[src/rtl/rmeh_pkg.sv]
/*
 * package of the message error handler: timing counts, carriers, states.
 * assumes a 125 MHz clock and decoder/encoder/backend blocks outside.
 */
// Notes on behaviour
// - illegal command: set flag, still send status
// - broadcast transmit: abort, flag, no status
// - bad data word: abort, flag, no status
// - too few data words abort the transfer; extra words after the count are ignored
// - gap between data words aborts, flags error
// - check sender status sync, address, flags
// - first data sync within 57 us
// - own transmitted words must loop back clean
// - backend cycle timeout aborts the transfer
// - abort or illegal command raises failure pulse
// - abort suppresses status, illegal case excepted
// - bad command word ignored, no interrupt
package rmeh_pkg;
    // ----------------------------------------
    // timing
    // ----------------------------------------
    localparam int unsigned CLK_MHZ = 125;
    localparam int unsigned FIRST_DATA_US = 57;
    localparam int unsigned FIRST_DATA_CYC = FIRST_DATA_US * CLK_MHZ;
    localparam int unsigned GAP_CYC = 8;
    localparam int unsigned BACKEND_CYC = 64;
    localparam int unsigned TMR_W = 14;
    // ----------------------------------------
    // carriers
    // ----------------------------------------
    typedef struct packed {
        logic valid;
        logic sync_ok;
        logic parity_ok;
        logic manch_ok;
        logic [15:0] data;
    } rmeh_word_type;
    typedef struct packed {
        logic [4:0] rt_addr;
        logic tx;
        logic [4:0] subaddr;
        logic [4:0] count;
    } rmeh_cmd_type;
    localparam logic [4:0] BCAST_ADDR = 5'h1F;
    localparam int unsigned SW_MESSAGE_ERROR_FLAG_BIT = 10;
    localparam int unsigned SW_BUSY_BIT = 3;
    typedef enum logic [2:0] {
        ST_IDLE, ST_RX_DATA, ST_RT_WAIT2, ST_RT_STATUS, ST_RT_FIRST, ST_TX_DATA
    } rmeh_state_type;
endpackage : rmeh_pkg

[src/rtl/rmeh_fifo.sv]
/*
 * synchronous fifo for accepted receive data words.
 * assumes one clock and a sink that may stall.
 */
module rmeh_fifo #(
    parameter int unsigned WIDTH = 16,
    parameter int unsigned DEPTH = 32
) (
    // clock and reset
    input wire logic clk_i,
    input wire logic rst_b_i,
    input wire logic flush_i,
    // fill side
    input wire logic in_valid_i,
    output logic in_ready_o,
    input wire logic [WIDTH-1:0] in_data_i,
    // drain side
    output logic out_valid_o,
    input wire logic out_ready_i,
    output logic [WIDTH-1:0] out_data_o
);
    localparam int unsigned AW = $clog2(DEPTH);
    logic [WIDTH-1:0] mem [DEPTH];
    logic [AW:0] wr_ptr;
    logic [AW:0] rd_ptr;
    logic full;
    logic empty;
    assign full = (wr_ptr[AW] != rd_ptr[AW]) && (wr_ptr[AW-1:0] == rd_ptr[AW-1:0]);
    assign empty = (wr_ptr == rd_ptr);
    assign in_ready_o = !full;
    assign out_valid_o = !empty;
    assign out_data_o = mem[rd_ptr[AW-1:0]];
    always_ff @(posedge clk_i) begin
        if (in_valid_i && !full) begin
            mem[wr_ptr[AW-1:0]] <= in_data_i;
        end
    end
    always_ff @(posedge clk_i or negedge rst_b_i) begin
        if (!rst_b_i) begin
            wr_ptr <= '0;
            rd_ptr <= '0;
        end else if (flush_i) begin
            wr_ptr <= '0;
            rd_ptr <= '0;
        end else begin
            if (in_valid_i && !full) begin
                wr_ptr <= wr_ptr + 1'b1;
            end
            if (out_ready_i && !empty) begin
                rd_ptr <= rd_ptr + 1'b1;
            end
        end
    end
endmodule : rmeh_fifo

[src/rtl/rmeh_handler.sv]
/*
 * message error handler: screens commands and words, aborts, builds
 * message error flag, status send/suppress, and failure pulse.
 * assumes decoded words arrive as one-cycle pulses on this clock.
 */
module rmeh_handler #(
    parameter int unsigned BACKEND_CYC = rmeh_pkg::BACKEND_CYC,
    parameter int unsigned FIRST_DATA_CYC = rmeh_pkg::FIRST_DATA_CYC
) (
    // clock and reset
    input wire logic clk_i,
    input wire logic rst_b_i,
    // terminal setup
    input wire logic [4:0] own_addr_i,
    // decoder side
    input wire rmeh_pkg::rmeh_word_type cmd_word_i,
    input wire rmeh_pkg::rmeh_word_type data_word_i,
    input wire rmeh_pkg::rmeh_word_type stat_word_i,
    input wire logic cmd_illegal_i,
    // loopback of own transmission
    input wire logic tx_sent_i,
    input wire logic [15:0] tx_expect_i,
    input wire rmeh_pkg::rmeh_word_type loop_word_i,
    input wire logic tx_done_i,
    // backend
    input wire logic be_req_i,
    input wire logic be_ack_i,
    output logic be_valid_o,
    input wire logic be_ready_i,
    output logic [15:0] be_data_o,
    // status building
    input wire logic sw_built_i,
    output logic message_error_flag_o,
    output logic status_send_o,
    output logic status_suppress_o,
    output logic msg_fail_o,
    output logic abort_o,
    output logic fifo_full_o
);
    rmeh_pkg::rmeh_state_type state;
    rmeh_pkg::rmeh_state_type next_state;
    rmeh_pkg::rmeh_cmd_type cmd;
    rmeh_pkg::rmeh_cmd_type dec;
    logic [5:0] left;
    logic [rmeh_pkg::TMR_W-1:0] tmr;
    logic [15:0] be_tmr;
    logic abort;
    logic illegal_hit;
    logic fifo_ready;
    logic word_ok_d;
    logic loop_ok;

    function automatic logic word_good(input rmeh_pkg::rmeh_word_type w);
        word_good = w.sync_ok && w.parity_ok && w.manch_ok;
    endfunction : word_good

    function automatic logic [5:0] wcount(input logic [4:0] c);
        wcount = (c == 5'h00) ? 6'h20 : {1'b0, c};
    endfunction : wcount

    assign dec = cmd_word_i.data;
    assign word_ok_d = word_good(data_word_i);
    assign loop_ok = word_good(loop_word_i) && (loop_word_i.data == tx_expect_i);
    // ----------------------------------------
    // command screening and abort causes
    // ----------------------------------------
    // a good command for us; bad ones vanish without trace
    logic cmd_seen;
    logic cmd_take;
    // the second command of a peer transfer names the sending terminal
    assign cmd_seen = cmd_word_i.valid && word_good(cmd_word_i);
    assign cmd_take = cmd_word_i.valid && word_good(cmd_word_i)
        && (dec.rt_addr == own_addr_i || dec.rt_addr == rmeh_pkg::BCAST_ADDR);
    assign illegal_hit = cmd_take && (state == rmeh_pkg::ST_IDLE) && cmd_illegal_i;

    always_comb begin
        next_state = state;
        abort = 1'b0;
        case (state)
            rmeh_pkg::ST_IDLE: begin
                if (cmd_take && !cmd_illegal_i) begin
                    if (dec.rt_addr == rmeh_pkg::BCAST_ADDR && dec.tx) begin
                        abort = 1'b1;
                    end else if (dec.tx) begin
                        next_state = rmeh_pkg::ST_TX_DATA;
                    end else begin
                        next_state = rmeh_pkg::ST_RX_DATA;
                    end
                end
            end
            rmeh_pkg::ST_RX_DATA: begin
                if (cmd_seen && (!dec.tx || dec.rt_addr == rmeh_pkg::BCAST_ADDR)) begin
                    abort = 1'b1;
                end else if (cmd_seen) begin
                    next_state = rmeh_pkg::ST_RT_WAIT2;
                end else if (data_word_i.valid && !word_ok_d) begin
                    abort = 1'b1;
                end else if (tmr == '0 || left == 6'h00 && data_word_i.valid) begin
                    abort = 1'b1;
                end else if (data_word_i.valid && left == 6'h01) begin
                    next_state = rmeh_pkg::ST_IDLE;
                end
            end
            rmeh_pkg::ST_RT_WAIT2: begin
                // second command must be a directed transmit
                if (data_word_i.valid || !cmd.tx || cmd.rt_addr == rmeh_pkg::BCAST_ADDR) begin
                    abort = 1'b1;
                end else begin
                    next_state = rmeh_pkg::ST_RT_STATUS;
                end
            end
            rmeh_pkg::ST_RT_STATUS: begin
                if (stat_word_i.valid) begin
                    if (!stat_word_i.sync_ok || stat_word_i.data[15:11] != cmd.rt_addr
                        || stat_word_i.data[rmeh_pkg::SW_MESSAGE_ERROR_FLAG_BIT]
                        || stat_word_i.data[rmeh_pkg::SW_BUSY_BIT]
                        || !word_good(stat_word_i)) begin
                        abort = 1'b1;
                    end else begin
                        next_state = rmeh_pkg::ST_RT_FIRST;
                    end
                end else if (data_word_i.valid) begin
                    abort = 1'b1;
                end
            end
            rmeh_pkg::ST_RT_FIRST: begin
                if (tmr == '0) begin
                    abort = 1'b1;
                end else if (data_word_i.valid) begin
                    next_state = (left == 6'h01) ? rmeh_pkg::ST_IDLE : rmeh_pkg::ST_RX_DATA;
                    abort = !word_ok_d;
                end
            end
            rmeh_pkg::ST_TX_DATA: begin
                if (loop_word_i.valid && !loop_ok) begin
                    abort = 1'b1;
                end else if (tx_done_i) begin
                    next_state = rmeh_pkg::ST_IDLE;
                end
            end
            default: begin
                next_state = rmeh_pkg::ST_IDLE;
            end
        endcase
        if (be_tmr == 16'h0001) begin
            abort = 1'b1;
        end
        if (abort) begin
            next_state = rmeh_pkg::ST_IDLE;
        end
    end
    // ----------------------------------------
    // state, command latch, counters
    // ----------------------------------------
    always_ff @(posedge clk_i or negedge rst_b_i) begin
        if (!rst_b_i) begin
            state <= rmeh_pkg::ST_IDLE;
        end else begin
            state <= next_state;
        end
    end

    always_ff @(posedge clk_i or negedge rst_b_i) begin
        if (!rst_b_i) begin
            cmd <= '0;
            left <= '0;
        end else if ((cmd_take && state == rmeh_pkg::ST_IDLE)
            || (cmd_seen && state == rmeh_pkg::ST_RX_DATA)) begin
            cmd <= dec;
            if (state == rmeh_pkg::ST_IDLE) begin
                left <= wcount(dec.count);
            end
        end else if (data_word_i.valid && left != 6'h00) begin
            left <= left - 6'h01;
        end
    end

    // gap timer between words, or first-word window after status
    always_ff @(posedge clk_i or negedge rst_b_i) begin
        if (!rst_b_i) begin
            tmr <= '1;
        end else if (state == rmeh_pkg::ST_RT_STATUS) begin
            tmr <= rmeh_pkg::TMR_W'(FIRST_DATA_CYC);
        end else if (state == rmeh_pkg::ST_IDLE || data_word_i.valid || cmd_take) begin
            // simplification: command-to-data gap uses the word gap budget
            tmr <= rmeh_pkg::TMR_W'(rmeh_pkg::GAP_CYC * 20);
        end else if (tmr != '0) begin
            tmr <= tmr - 1'b1;
        end
    end

    // backend watchdog: 0 idle, counts down while a cycle is open
    always_ff @(posedge clk_i or negedge rst_b_i) begin
        if (!rst_b_i) begin
            be_tmr <= '0;
        end else if (be_ack_i || abort) begin
            be_tmr <= '0;
        end else if (be_req_i && be_tmr == '0) begin
            be_tmr <= 16'(BACKEND_CYC) + 16'h0001;
        end else if (be_tmr > 16'h0001) begin
            be_tmr <= be_tmr - 16'h0001;
        end
    end
    // ----------------------------------------
    // flag, status decision, failure pulse
    // ----------------------------------------
    always_ff @(posedge clk_i or negedge rst_b_i) begin
        if (!rst_b_i) begin
            message_error_flag_o <= 1'b0;
        end else if (abort || illegal_hit) begin
            message_error_flag_o <= 1'b1;
        end else if (sw_built_i) begin
            message_error_flag_o <= 1'b0;
        end
    end

    always_ff @(posedge clk_i or negedge rst_b_i) begin
        if (!rst_b_i) begin
            status_send_o <= 1'b0;
            status_suppress_o <= 1'b0;
            msg_fail_o <= 1'b0;
            abort_o <= 1'b0;
        end else begin
            // illegal commands still answer; aborts stay silent
            status_send_o <= illegal_hit;
            status_suppress_o <= abort;
            msg_fail_o <= abort || illegal_hit;
            abort_o <= abort;
        end
    end
    // ----------------------------------------
    // receive data buffer toward backend
    // ----------------------------------------
    // words of an aborted message still in the buffer are flushed rather than delivered
    rmeh_fifo #(
        .WIDTH(16),
        .DEPTH(32)
    ) u_fifo (
        .clk_i(clk_i),
        .rst_b_i(rst_b_i),
        .flush_i(abort),
        .in_valid_i(data_word_i.valid && word_ok_d
            && (state == rmeh_pkg::ST_RX_DATA || state == rmeh_pkg::ST_RT_FIRST)),
        .in_ready_o(fifo_ready),
        .in_data_i(data_word_i.data),
        .out_valid_o(be_valid_o),
        .out_ready_i(be_ready_i),
        .out_data_o(be_data_o)
    );
    assign fifo_full_o = !fifo_ready;
    logic unused_tx;
    assign unused_tx = tx_sent_i;
endmodule : rmeh_handler

[config.mk]
export PLATFORM = sky130hd
export DESIGN_NAME = rmeh_handler
export DESIGN_NICKNAME = d
export VERILOG_FILES = /design/src/rtl/rmeh_pkg.sv /design/src/rtl/rmeh_fifo.sv /design/src/rtl/rmeh_handler.sv
export SDC_FILE = /design/constraint.sdc
export NUM_CORES = 1
export LEC_CHECK = 0
export BUFFER_PORTS_ARGS = -buffer_cell sky130_fd_sc_hd__buf_2
export CAP_MARGIN = 20
export CORE_UTILIZATION = 45
export CTS_BUF_LIST = sky130_fd_sc_hd__clkbuf_16
export DETAILED_ROUTE_END_ITERATION = 6
export GPL_ROUTABILITY_DRIVEN = 0
export MAX_ROUTING_LAYER = met4
export PLACE_DENSITY = 0.71
export SYNTH_ARGS = -nofsm -noshare
export SYNTH_HDL_FRONTEND = slang
export SYNTH_SLANG_ARGS = --single-unit
[constraint.sdc]
create_clock -name clk_i -period 3 [get_ports clk_i]
set_input_delay 0.6 -clock clk_i [delete_from_list [all_inputs] [get_ports clk_i]]
set_output_delay 0.6 -clock clk_i [all_outputs]
set_load 0.05 [all_outputs]
Yosys cells after proc, flatten, opt, wreduce, memory -nomap -nowiden
Memory sizes are Yosys's and may differ from the RTL's.
Cells that the tools add are included.
Widths: inputs -> output; s select.

word-level totals
  register bits after elaboration = 61
  bits in writable memories = 512
  output and inout port bits = 23
  memories kept = 1
  bits of input ports = 110
  logic and storage cells = 166

memory list
  memory      depth  bits a word  rd ports  clocked after memory_dff  wr ports  RTL line         text
  u_fifo.mem  32     16           1         0                         1         rmeh_fifo.sv:23  logic [WIDTH-1:0] mem [DEPTH];

operators by class
  reduce and logical (&&, ||, !) cells = 67
  eq/ne operators = 29
  $lt $le $gt $ge = 1
  add/sub/neg operators = 5
  multiplexer cells = 51

operators with widths
  cell                   number
  $mux 16                3
  $mux 3                 16
  $mux 6                 8
  $mux 14                3
  $ne 3x3->1 const B     10
  $logic_and 1x1->1      28
  $mux 1                 19
  $pmux 3 s6             1
  $eq 16x1->1 const B    1
  $eq 16x16->1           1
  $gt 16x1->1 const B    1
  $logic_not 16->1       1
  $sub 16x1->16 const B  1
  $logic_or 1x1->1       15
  $logic_not 14->1       1
  $reduce_bool 14->1     1
  $sub 14x1->14 const B  1
  $reduce_and 13->1      1
  $add 6x1->6 const B    2
  $ne 4x4->1 const B     3
  $eq 5x5->1             2
  $eq 5x5->1 const B     2
  $logic_not 1->1        9
  $reduce_bool 2->1      4
  other kinds (16)       19

Longest topological paths before layout
Gate-level depths: netlist (run 1).

  word-level depth = 11
  depth in mapped cells = 10

Hierarchy
A second synthesis (run 1) with hierarchy kept.

unflattened totals
  cells, all modules = 1532
  area, all modules = 23770.3 sq um

by module, submodules not included
  module        area an instance (sq um)  instances  cells each  seq. area each (sq um)
  rmeh_fifo     20594.8                   1          1188        15675.0
  rmeh_handler  3175.5                    1          344         1243.7

Worst setup path after synthesis (run 1)
Ideal clock, no wire load.

  kind = reg-to-output
  start = reg u_fifo.rd_ptr[0]
  end = out be_data_o[10]
  data arrival time = 2214 ps
  cell stages (with the launch flop) = 7
  path slack = 186 ps
  path through = dfrtp_1 -> clkbuf_1 -> buf_6 -> buf_4 -> mux4_2 -> mux4_2 -> mux2_2

on the way
  word-level cells in the longest chain between the ends = 1

ends and longest elaborated chain
  item                    RTL line            text
  start, declared         rmeh_fifo.sv:25     logic [AW:0] rd_ptr;
  start signal, assigned  rmeh_fifo.sv:50     rd_ptr <= rd_ptr + 1'b1;
  $mem_v2 32x16           n/a
  end, declared           rmeh_handler.sv:30  output logic [15:0] be_data_o,

Every way passes these cells.

Final worst setup path (run 1)
  start = reg u_fifo.rd_ptr[0]
  end = out be_data_o[4]

Same word-level chain as after synthesis.

==> impl_metrics.yaml, run 1 <==
run_status:
  status: "finished with violations"
  violations: "setup timing"
yosys:
  synthesis.area_um2: 23500
  synth.top_cell.area_share_pct: 65.4
  synth_cell_types: 66
  synth_top_area_cell: "edfxtp_1"
  ys_seq_area_share_pct: 71.9
  synth_nets: 1327
  synth-edff-count: 512
  synth-main-ff-cell: "edfxtp_1"
  syn_avg_cell_area_um2: 19.5
  postSynth.asyncResetShare_pct: 10.6
  synthTopCellsByArea: "edfxtp_1 (65%), mux4_2 (15%), dfrtp_1 (5.0%)"
  ys_warn_count: 0
  syn_inst: 1206
  ys_ff_latch: 573
placement:
  hpwl_um: 31500
  portBuffers: 117
floorplan:
  row_count: 83
  initial_utilization_pct: 45.7
  ioPinCount: 133
  die_h_um: 231
  die-area_um2: 53200
  core_um2: 51500
  fp.dieW_um: 231
final_layout:
  area_delta_synth_final_pct: 20.1
  mostFrequentLayoutCells: "edfxtp_1 (512), mux4_2 (160), buf_2 (100)"
  fill_cells: 3894
  drive_gt1_share_pct: 37.2
  final_util_pct: 54.8
  final_common_cell: "edfxtp_1"
  final_nets: 1548
worst_setup_path:
  timing.rr.start: "u_fifo.rd_ptr[0]"
  critPathCaptureType: "output port"
  worst_r2r_path_depth: 11
  cp_top_family: "multiplexers"
  path_buf_inv: 4
  path_cells: "buf_12 > buf_12 > buf_8 > mux4_2 > mux4_2 > mux2_4 > buf_8"
  cp_slowest_cell: "mux4_2"
  cp_slowest_stage_delay_ps: 500
  critPathArrivalTime_ps: 3040
  r2r-end: "u_fifo.mem[31][10]"
  crit_fanout: 8
  start_kind: "register"
  path_class: "reg -> out"
  required_ps: 2400
  rrSetupSlack_ps: 420
clock_tree:
  cts_tree: "yes"
  cts_buffer_depth: 3
  cts.clk_slew.worst_paths_ps: 60
  root_buffer: "clkbuf_16"
  clk_latency_ps: 630
  cts_buffers: 55
  cts_num_sinks: 573
  cts_max_level: 2
global_route:
  gr-usage-met1_pct: 28.6
  grt_usage_pct: 21.0
  grtUsageMet3_pct: 3.88
  antenna_found_initial: 4
  gr-total-overflow: 0
  grt_pass1_wl_um: 80000
  grtUsageMet2_pct: 33.1
  grt_max_degree: 48
  first_global_vias: 12600
  gr-max-usage-layer: "met2"
timing:
  max_freq_mhz: 275
  final-max-slew-violation-count: 0
  slew_headroom_pct: 49.7
  setup_viol: 16
  hold_viol: 0
  tightest_slew_ps: 748
  period_needed_ps: 3640
  rsz0062_at_grt: "true"
  finalWorstSetupSlack_ps: -641
  fin_worst_skew_ps: 47.3
  timing.final.crit_share_pct: 121
pwr:
  p_per_area_nw_per_um2: 797
  p_sw_share_pct: 28.6
  p_seq_share_pct: 41.1
  ir_drop_mv: 0.828
  p_leak_uw: 0.00946
  clockPowerShare_pct: 30.9
  power.internal_uw: 16100
  finalPower_uw: 22500
  switchingPower_uw: 6430
  comb_power_share_pct: 28.1
hold_path:
  hold_start: "sw_built_i"
  hold_depth: 3
  min_to: "message_error_flag_o"
  hp-class: "in -> reg"
route:
  drt_iter0_drc: 1232
  wl_per_cell_um: 24.8
  drt-total-wl_um: 53500
  via_per_inst: 5.76
  drt-pass1-iter-count: 5
  ant_nets: 0
  drc_errors: 0
  route.vias.total: 12400
job:
  cap_violations: 0
[routing by layer]
metal | part of all wire [%] | routed length (um)
met1 | 41 | 22100
met2 | 49 | 26400
met3 | 7.5 | 4020
met4 | 1.9 | 1030
met5 | 0 | 0
[state kept, by name (all words and copies together), names as in the netlist]
name	count
tmr	14
be_tmr	16
cmd	6
status_send_o	1
u_fifo.mem	512
message_error_flag_o	1
u_fifo.rd_ptr	6
msg_fail_o	1
abort_o	1
u_fifo.wr_ptr	6
left	6
state	3
[worst min-delay path: cells and delay by family]
kind	cells	cell delay, ps
AOI/OAI and AO/OA	1	110
buffers and inverters	2	130
[power by group through the flow]
stage	Combinational [uW]	Sequential, uW	Clock (uW)
after CTS	6140	9240	7060
after floorplan	4050	9350	0
after global routing	6740	9270	7370
final	6320	9240	6940
after detailed placement	5570	9400	0
after global placement	5470	9380	0
[cells by family (layout without fill, tap and decap cells)]
kind of cell | count (synthesis) | count (layout) | synth area share [%]
adder cells (fa/ha/maj) | 11 | 11 | 0.585
other | 0 | 4 | 0
AO/OA/AOI/OAI | 66 | 66 | 1.90
multiplexers | 191 | 191 | 16.8
XOR/XNOR | 64 | 64 | 2.38
AND/OR/NAND/NOR | 224 | 224 | 4.85
buffers and inverters | 77 | 343 | 1.61
flip-flops | 573 | 573 | 71.9
[area by class of cell]
class | count | area (um2) | share of cell area [%]
diodes | 4 | 10.0 | 0.0354
clock buffers | 55 | 1380 | 4.87
clock inverters | 47 | 447 | 1.58
inverters | 20 | 75.1 | 0.266
multi-input cells | 556 | 6380 | 22.6
flip-flops and latches | 573 | 16900 | 59.9
well taps | 680 | 851 | 3.01
repair buffers | 221 | 2180 | 7.72
[synthesized netlist by cell type, types with 14 or more instances]
master,count
nor3_1,28
nand2_1,25
edfxtp_1,512
dfstp_2,14
xor2_1,31
clkbuf_1,28
mux2_2,20
inv_1,20
o21ai_0,17
nand4_1,15
mux4_2,160
xnor2_1,33
nand3_1,16
dfrtp_1,47
nor2_1,79
[timing repair]
action                     in CTS  in global routing
setup endpoints to repair      17                 17
cloned                          3                  4
hold endpoints to repair       19                  0
resized for setup              63                 14
hold buffers                    1                  0
pin swaps                       0                  2
buffers inserted                6                  7
[stage by stage]
stage | std cells | setup TNS [ps] | worst slack, ps | instance area (um2) | hold slack (ps)
3_3_place_gp | 2031 | -159 | -38.2 | 25900 | 471
6_report | 2156 | -9540 | -641 | 28200 | 271
5_1_grt | 2156 | -10800 | -727 | 28200 | 252
4_1_cts | 2143 | -10430 | -691 | 28100 | 233
2_1_floorplan | 1206 | 0 | 186 | 23500 | 304
3_5_place_dp | 2031 | -305 | -59.2 | 25900 | 493
[worst max path at each step]
stage | end | start | cells past startpoint
after floorplan | be_data_o[10] | u_fifo.rd_ptr[0] | 6
after global placement | be_data_o[12] | u_fifo.rd_ptr[0] | 6
after detailed placement | be_data_o[12] | u_fifo.rd_ptr[0] | 6
after CTS | be_data_o[11] | u_fifo.rd_ptr[0] | 7
after global routing | be_data_o[4] | u_fifo.rd_ptr[0] | 7
final | be_data_o[4] | u_fifo.rd_ptr[0] | 7
Power figures use the tool's default switching activity.
==> run 2: changes to the inputs <==
CORE_UTILIZATION = 60   (was 45)
GPL_TIMING_DRIVEN = 0   (was default)
PLACE_DENSITY = 0.88   (was 0.71)
==> impl_metrics.yaml, run 2 (synthesis gave the netlist of run 1 again) <==
clock_tree:
  root_buffer: "clkbuf_16"
  holdBufCountCts: 0
  cts_num_sinks: 573
  cts.clk_slew.worst_paths_ps: 60
  cts_max_level: 2
  cts_buffers: 54
  clk_latency_ps: 620
  cts_buffer_depth: 3
  cts_tree: "yes"
global_route:
  first_global_vias: 13900
  grt_usage_pct: 34.9
  grt_pass1_wl_um: 92300
  antenna_found_initial: 2
  gr-total-overflow: 0
  grt_max_degree: 34
route:
  ant_nets: 0
  wl_per_cell_um: 33.9
  route.vias.total: 13800
  drt_iter0_drc: 1889
  via_per_inst: 6.95
  drc_errors: 0
  drt-pass1-iter-count: 7
  drt-total-wl_um: 67400
pwr:
  finalPower_uw: 22500
  p_per_area_nw_per_um2: 811
  ir_drop_mv: 0.649
  p_leak_uw: 0.00926
final_layout:
  final_common_cell: "edfxtp_1"
  final_nets: 1544
  mostFrequentLayoutCells: "edfxtp_1 (512), mux4_2 (160), buf_2 (106)"
  drive_gt1_share_pct: 36.3
  multi_input_area_um2: 6510
  instances_no_fill: 1986
  area_delta_synth_final_pct: 17.8
  largest_reg_flops: 512
  fill_cells: 2135
  regArea_um2: 16900
floorplan:
  row_count: 72
  die-area_um2: 40000
  initial_utilization_pct: 60.9
  die_h_um: 200
  core_um2: 38600
  ioPinCount: 133
  fp.dieW_um: 200
timing:
  setup_viol: 16
  worst_hold_slack_ps: 28.9
  hold_viol: 0
  max_freq_mhz: 266
  final-max-slew-violation-count: 0
  timing.final.crit_share_pct: 125
  finalWorstSetupSlack_ps: -759
  fin_worst_skew_ps: 29.5
  slew_headroom_pct: 47.4
  rsz0062_at_grt: "true"
  period_needed_ps: 3760
  tightest_slew_ps: 781
run_status:
  status: "finished with violations"
  violations: "setup timing"
worst_setup_path:
  crit_fanout: 10
  start_kind: "register"
  critPathCaptureType: "output port"
  required_ps: 2400
  timing.rr.start: "u_fifo.rd_ptr[0]"
  r2r-end: "u_fifo.mem[23][8]"
  critPathArrivalTime_ps: 3160
  worst_r2r_path_depth: 9
  path_class: "reg -> out"
  worstSetupStartpoint: "u_fifo.rd_ptr[0]"
  rrSetupSlack_ps: 60
job:
  cap_violations: 0
placement:
  hpwl_um: 37600
  portBuffers: 116
  dp_cells: 1873
  place_ws_ps: -650
hold_path:
  hp-class: "in -> async"
run 2: per-stage QoR:
step	area (um2)	setup TNS, ps	util [%]
2_1_floorplan	23500	0	-
3_3_place_gp	24800	-524160	64.0
3_5_place_dp	25300	-209970	65.5
4_1_cts	27400	-9820	70.9
5_1_grt	27700	-10960	71.7
6_report	27700	-10680	71.7
run 2: layout make-up:
class / count / share of cell area [%]
Inverter: 20 / 0.271
Timing Repair Buffer: 165 / 4.73
Sequential cell: 573 / 61.1
Clock inverter: 44 / 1.35
Clock buffer: 54 / 4.88
Buffer: 53 / 1.82
Tap cell: 518 / 2.34
Antenna cell: 3 / 0.0271
Multi-Input combinational cell: 556 / 23.5
run 2: critical path, stage by stage (launching register included):
cell and delay [ps]:
dfrtp_2 490, clkbuf_16 210, buf_12 170, mux4_2 580
mux4_2 560, mux2_2 330, buf_4 200
run 2: worst max-delay path by stage:
stage                              endpoint  depth (start not counted)  slack (ps)
after floorplan               be_data_o[10]                          6         190
after global placement    u_fifo.mem[7][10]                          6       -1170
after detailed placement      be_data_o[10]                          7        -650
after CTS                     be_data_o[10]                          6        -650
after global routing           be_data_o[4]                          6        -740
final                          be_data_o[4]                          6        -760
run 2: report_power, final:
part	internal [uW]	switching (uW)	total [uW]	leakage [uW]
registers	8960	266	9230	0.00535
logic	2860	3540	6400	0.00304
clock network	3730	3110	6830	0.000867
run 2: what timing repair did:
| action | in CTS | in global routing |
|---|---|---|
| setup buffers | 3 | 11 |
| pin swaps | 1 | 5 |
| cloned | 0 | 1 |
| resized for setup | 119 | 33 |
| setup endpoints to repair | 527 | 303 |
run 2: layer usage:
metal	track usage (%)	up-vias	part of all wire, %
met5	-	-	0
met4	19.3	0	6.3
met3	8.15	268	10
met2	57.8	1168	51
met1	39.3	7043	33
li1	-	5332	-
==> run 3: changes to the inputs <==
CORE_ASPECT_RATIO = 1.2   (was default)
REMOVE_ABC_BUFFERS = 1   (was default)
==> impl_metrics.yaml, run 3 (synthesis gave the netlist of run 1 again) <==
run_status:
  status: "finished with violations"
  violations: "setup timing"
global_route:
  gr-usage-met1_pct: 39.6
  antenna_found_initial: 4
  grtUsageMet2_pct: 58.5
  gr-total-overflow: 0
  grtUsageMet3_pct: 7.20
  gr-max-usage-layer: "met2"
  grt_pass1_wl_um: 95000
  grt_max_degree: 60
  first_global_vias: 13900
  grt_usage_pct: 35.4
final_layout:
  regArea_um2: 16900
  area_delta_synth_final_pct: 19.6
  drive_gt1_share_pct: 36.4
  multi_input_area_um2: 6530
  instances_no_fill: 1981
  largest_reg_flops: 512
  mostFrequentLayoutCells: "edfxtp_1 (512), mux4_2 (160), buf_2 (99)"
  final_nets: 1531
  final_common_cell: "edfxtp_1"
  fill_cells: 2092
clock_tree:
  cts_num_sinks: 573
  cts_buffers: 52
  cts_buffer_depth: 3
  cts.clk_slew.worst_paths_ps: 60
  root_buffer: "clkbuf_16"
  cts_tree: "yes"
  clk_latency_ps: 590
  cts_max_level: 2
route:
  drt_iter0_drc: 1954
  wl_per_cell_um: 35.3
  drt-pass1-iter-count: 7
  ant_nets: 0
  drc_errors: 0
  drt-total-wl_um: 70000
  route.vias.total: 14000
  via_per_inst: 7.06
worst_setup_path:
  critPathCaptureType: "output port"
  crit_fanout: 8
  required_ps: 2400
  rrSetupSlack_ps: 190
  path_class: "reg -> out"
  start_kind: "register"
  critPathArrivalTime_ps: 3170
pwr:
  p_per_area_nw_per_um2: 796
  ir_drop_mv: 0.489
  p_leak_uw: 0.00943
  finalPower_uw: 22400
timing:
  slew_headroom_pct: 33.1
  final-max-slew-violation-count: 0
  setup_viol: 16
  tightest_slew_ps: 994
  timing.final.crit_share_pct: 126
  rsz0062_at_grt: "true"
  hold_viol: 0
  fin_worst_skew_ps: 16.9
  max_freq_mhz: 265
  period_needed_ps: 3770
  fin_tns_setup_ps: -10500
  finalWorstSetupSlack_ps: -770
placement:
  hpwl_um: 35000
  portBuffers: 117
  dp_cells: 1832
  place_ws_ps: -734
floorplan:
  fp.dieW_um: 183
  die-area_um2: 40000
  row_count: 79
  ioPinCount: 133
  initial_utilization_pct: 60.7
  die_h_um: 219
  core_um2: 38700
hold_path:
  hp-class: "in -> async"
job:
  cap_violations: 0
==> run 3: cell count changes in the layout (fill, tap and decap cells not counted), sizes merged <==
cell / change
buf: +14
bufinv: -2
clkbuf: -25
clkdlybuf4s15: -1
clkinv: -7
diode: +1
inv: +7
==> run 3: cell type report <==
class | count | area share [%]
clock buffer | 53 | 4.71
timing repair buffer | 207 | 8.29
clock inverter | 42 | 0.974
sequential | 573 | 60.2
inverter | 20 | 0.267
multi-input combinational | 556 | 23.2
tap | 526 | 2.34
antenna | 4 | 0.0356
==> run 3: worst max-delay path, cell delays in order, from the launching register on <==
cell	delay (ps)
dfrtp_4	500
buf_12	210
buf_16	170
mux4_2	580
mux4_2	570
mux2_4	350
buf_6	170
==> run 3: worst paths after layout <==
path / to / depth (start not counted) / startpoint
setup / recovery: be_data_o[12] / 6 / u_fifo.rd_ptr[0]
hold / removal: be_tmr[3] / 1 / rst_b_i
setup reg to reg: u_fifo.mem[2][15] / 9 / u_fifo.rd_ptr[0]
max in group asynchronous: tmr[6] / 2 / rst_b_i
hold reg to reg: message_error_flag_o / 1 / message_error_flag_o
min in group clk_i: cmd[10] / 3 / cmd_word_i[10]
==> run 3: report_power, final <==
group	total (uW)	switching (uW)	internal, uW
registers	9300	338	8960
logic	6620	3500	3120
clock network	6490	3030	3470
total	22400	6860	15600
==> run 3: metrics by stage <==
step,hold slack (ps),utilization [%],area (um2)
5_1_grt,81.7,72.6,28100
2_1_floorplan,304,-,23200
4_1_cts,39.9,71.8,27800
3_3_place_gp,470,63.1,24500
3_5_place_dp,507,65.3,25300
6_report,38.1,72.6,28100
==> run 3: layer usage <==
layer / up-vias / wire [um]
met5: - / 0
met4: 0 / 4380
met3: 290 / 6810
met2: 1250 / 36400
met1: 7128 / 22400
li1: 5315 / -
==> run 3: what timing repair did <==
item,in CTS,in global routing
endpoints found under the setup margin,549,256
pin swaps,12,5
endpoints found under the hold margin,0,0
resized for setup,85,25
gates cloned,10,2
hold buffers,0,0
buffers inserted,24,14
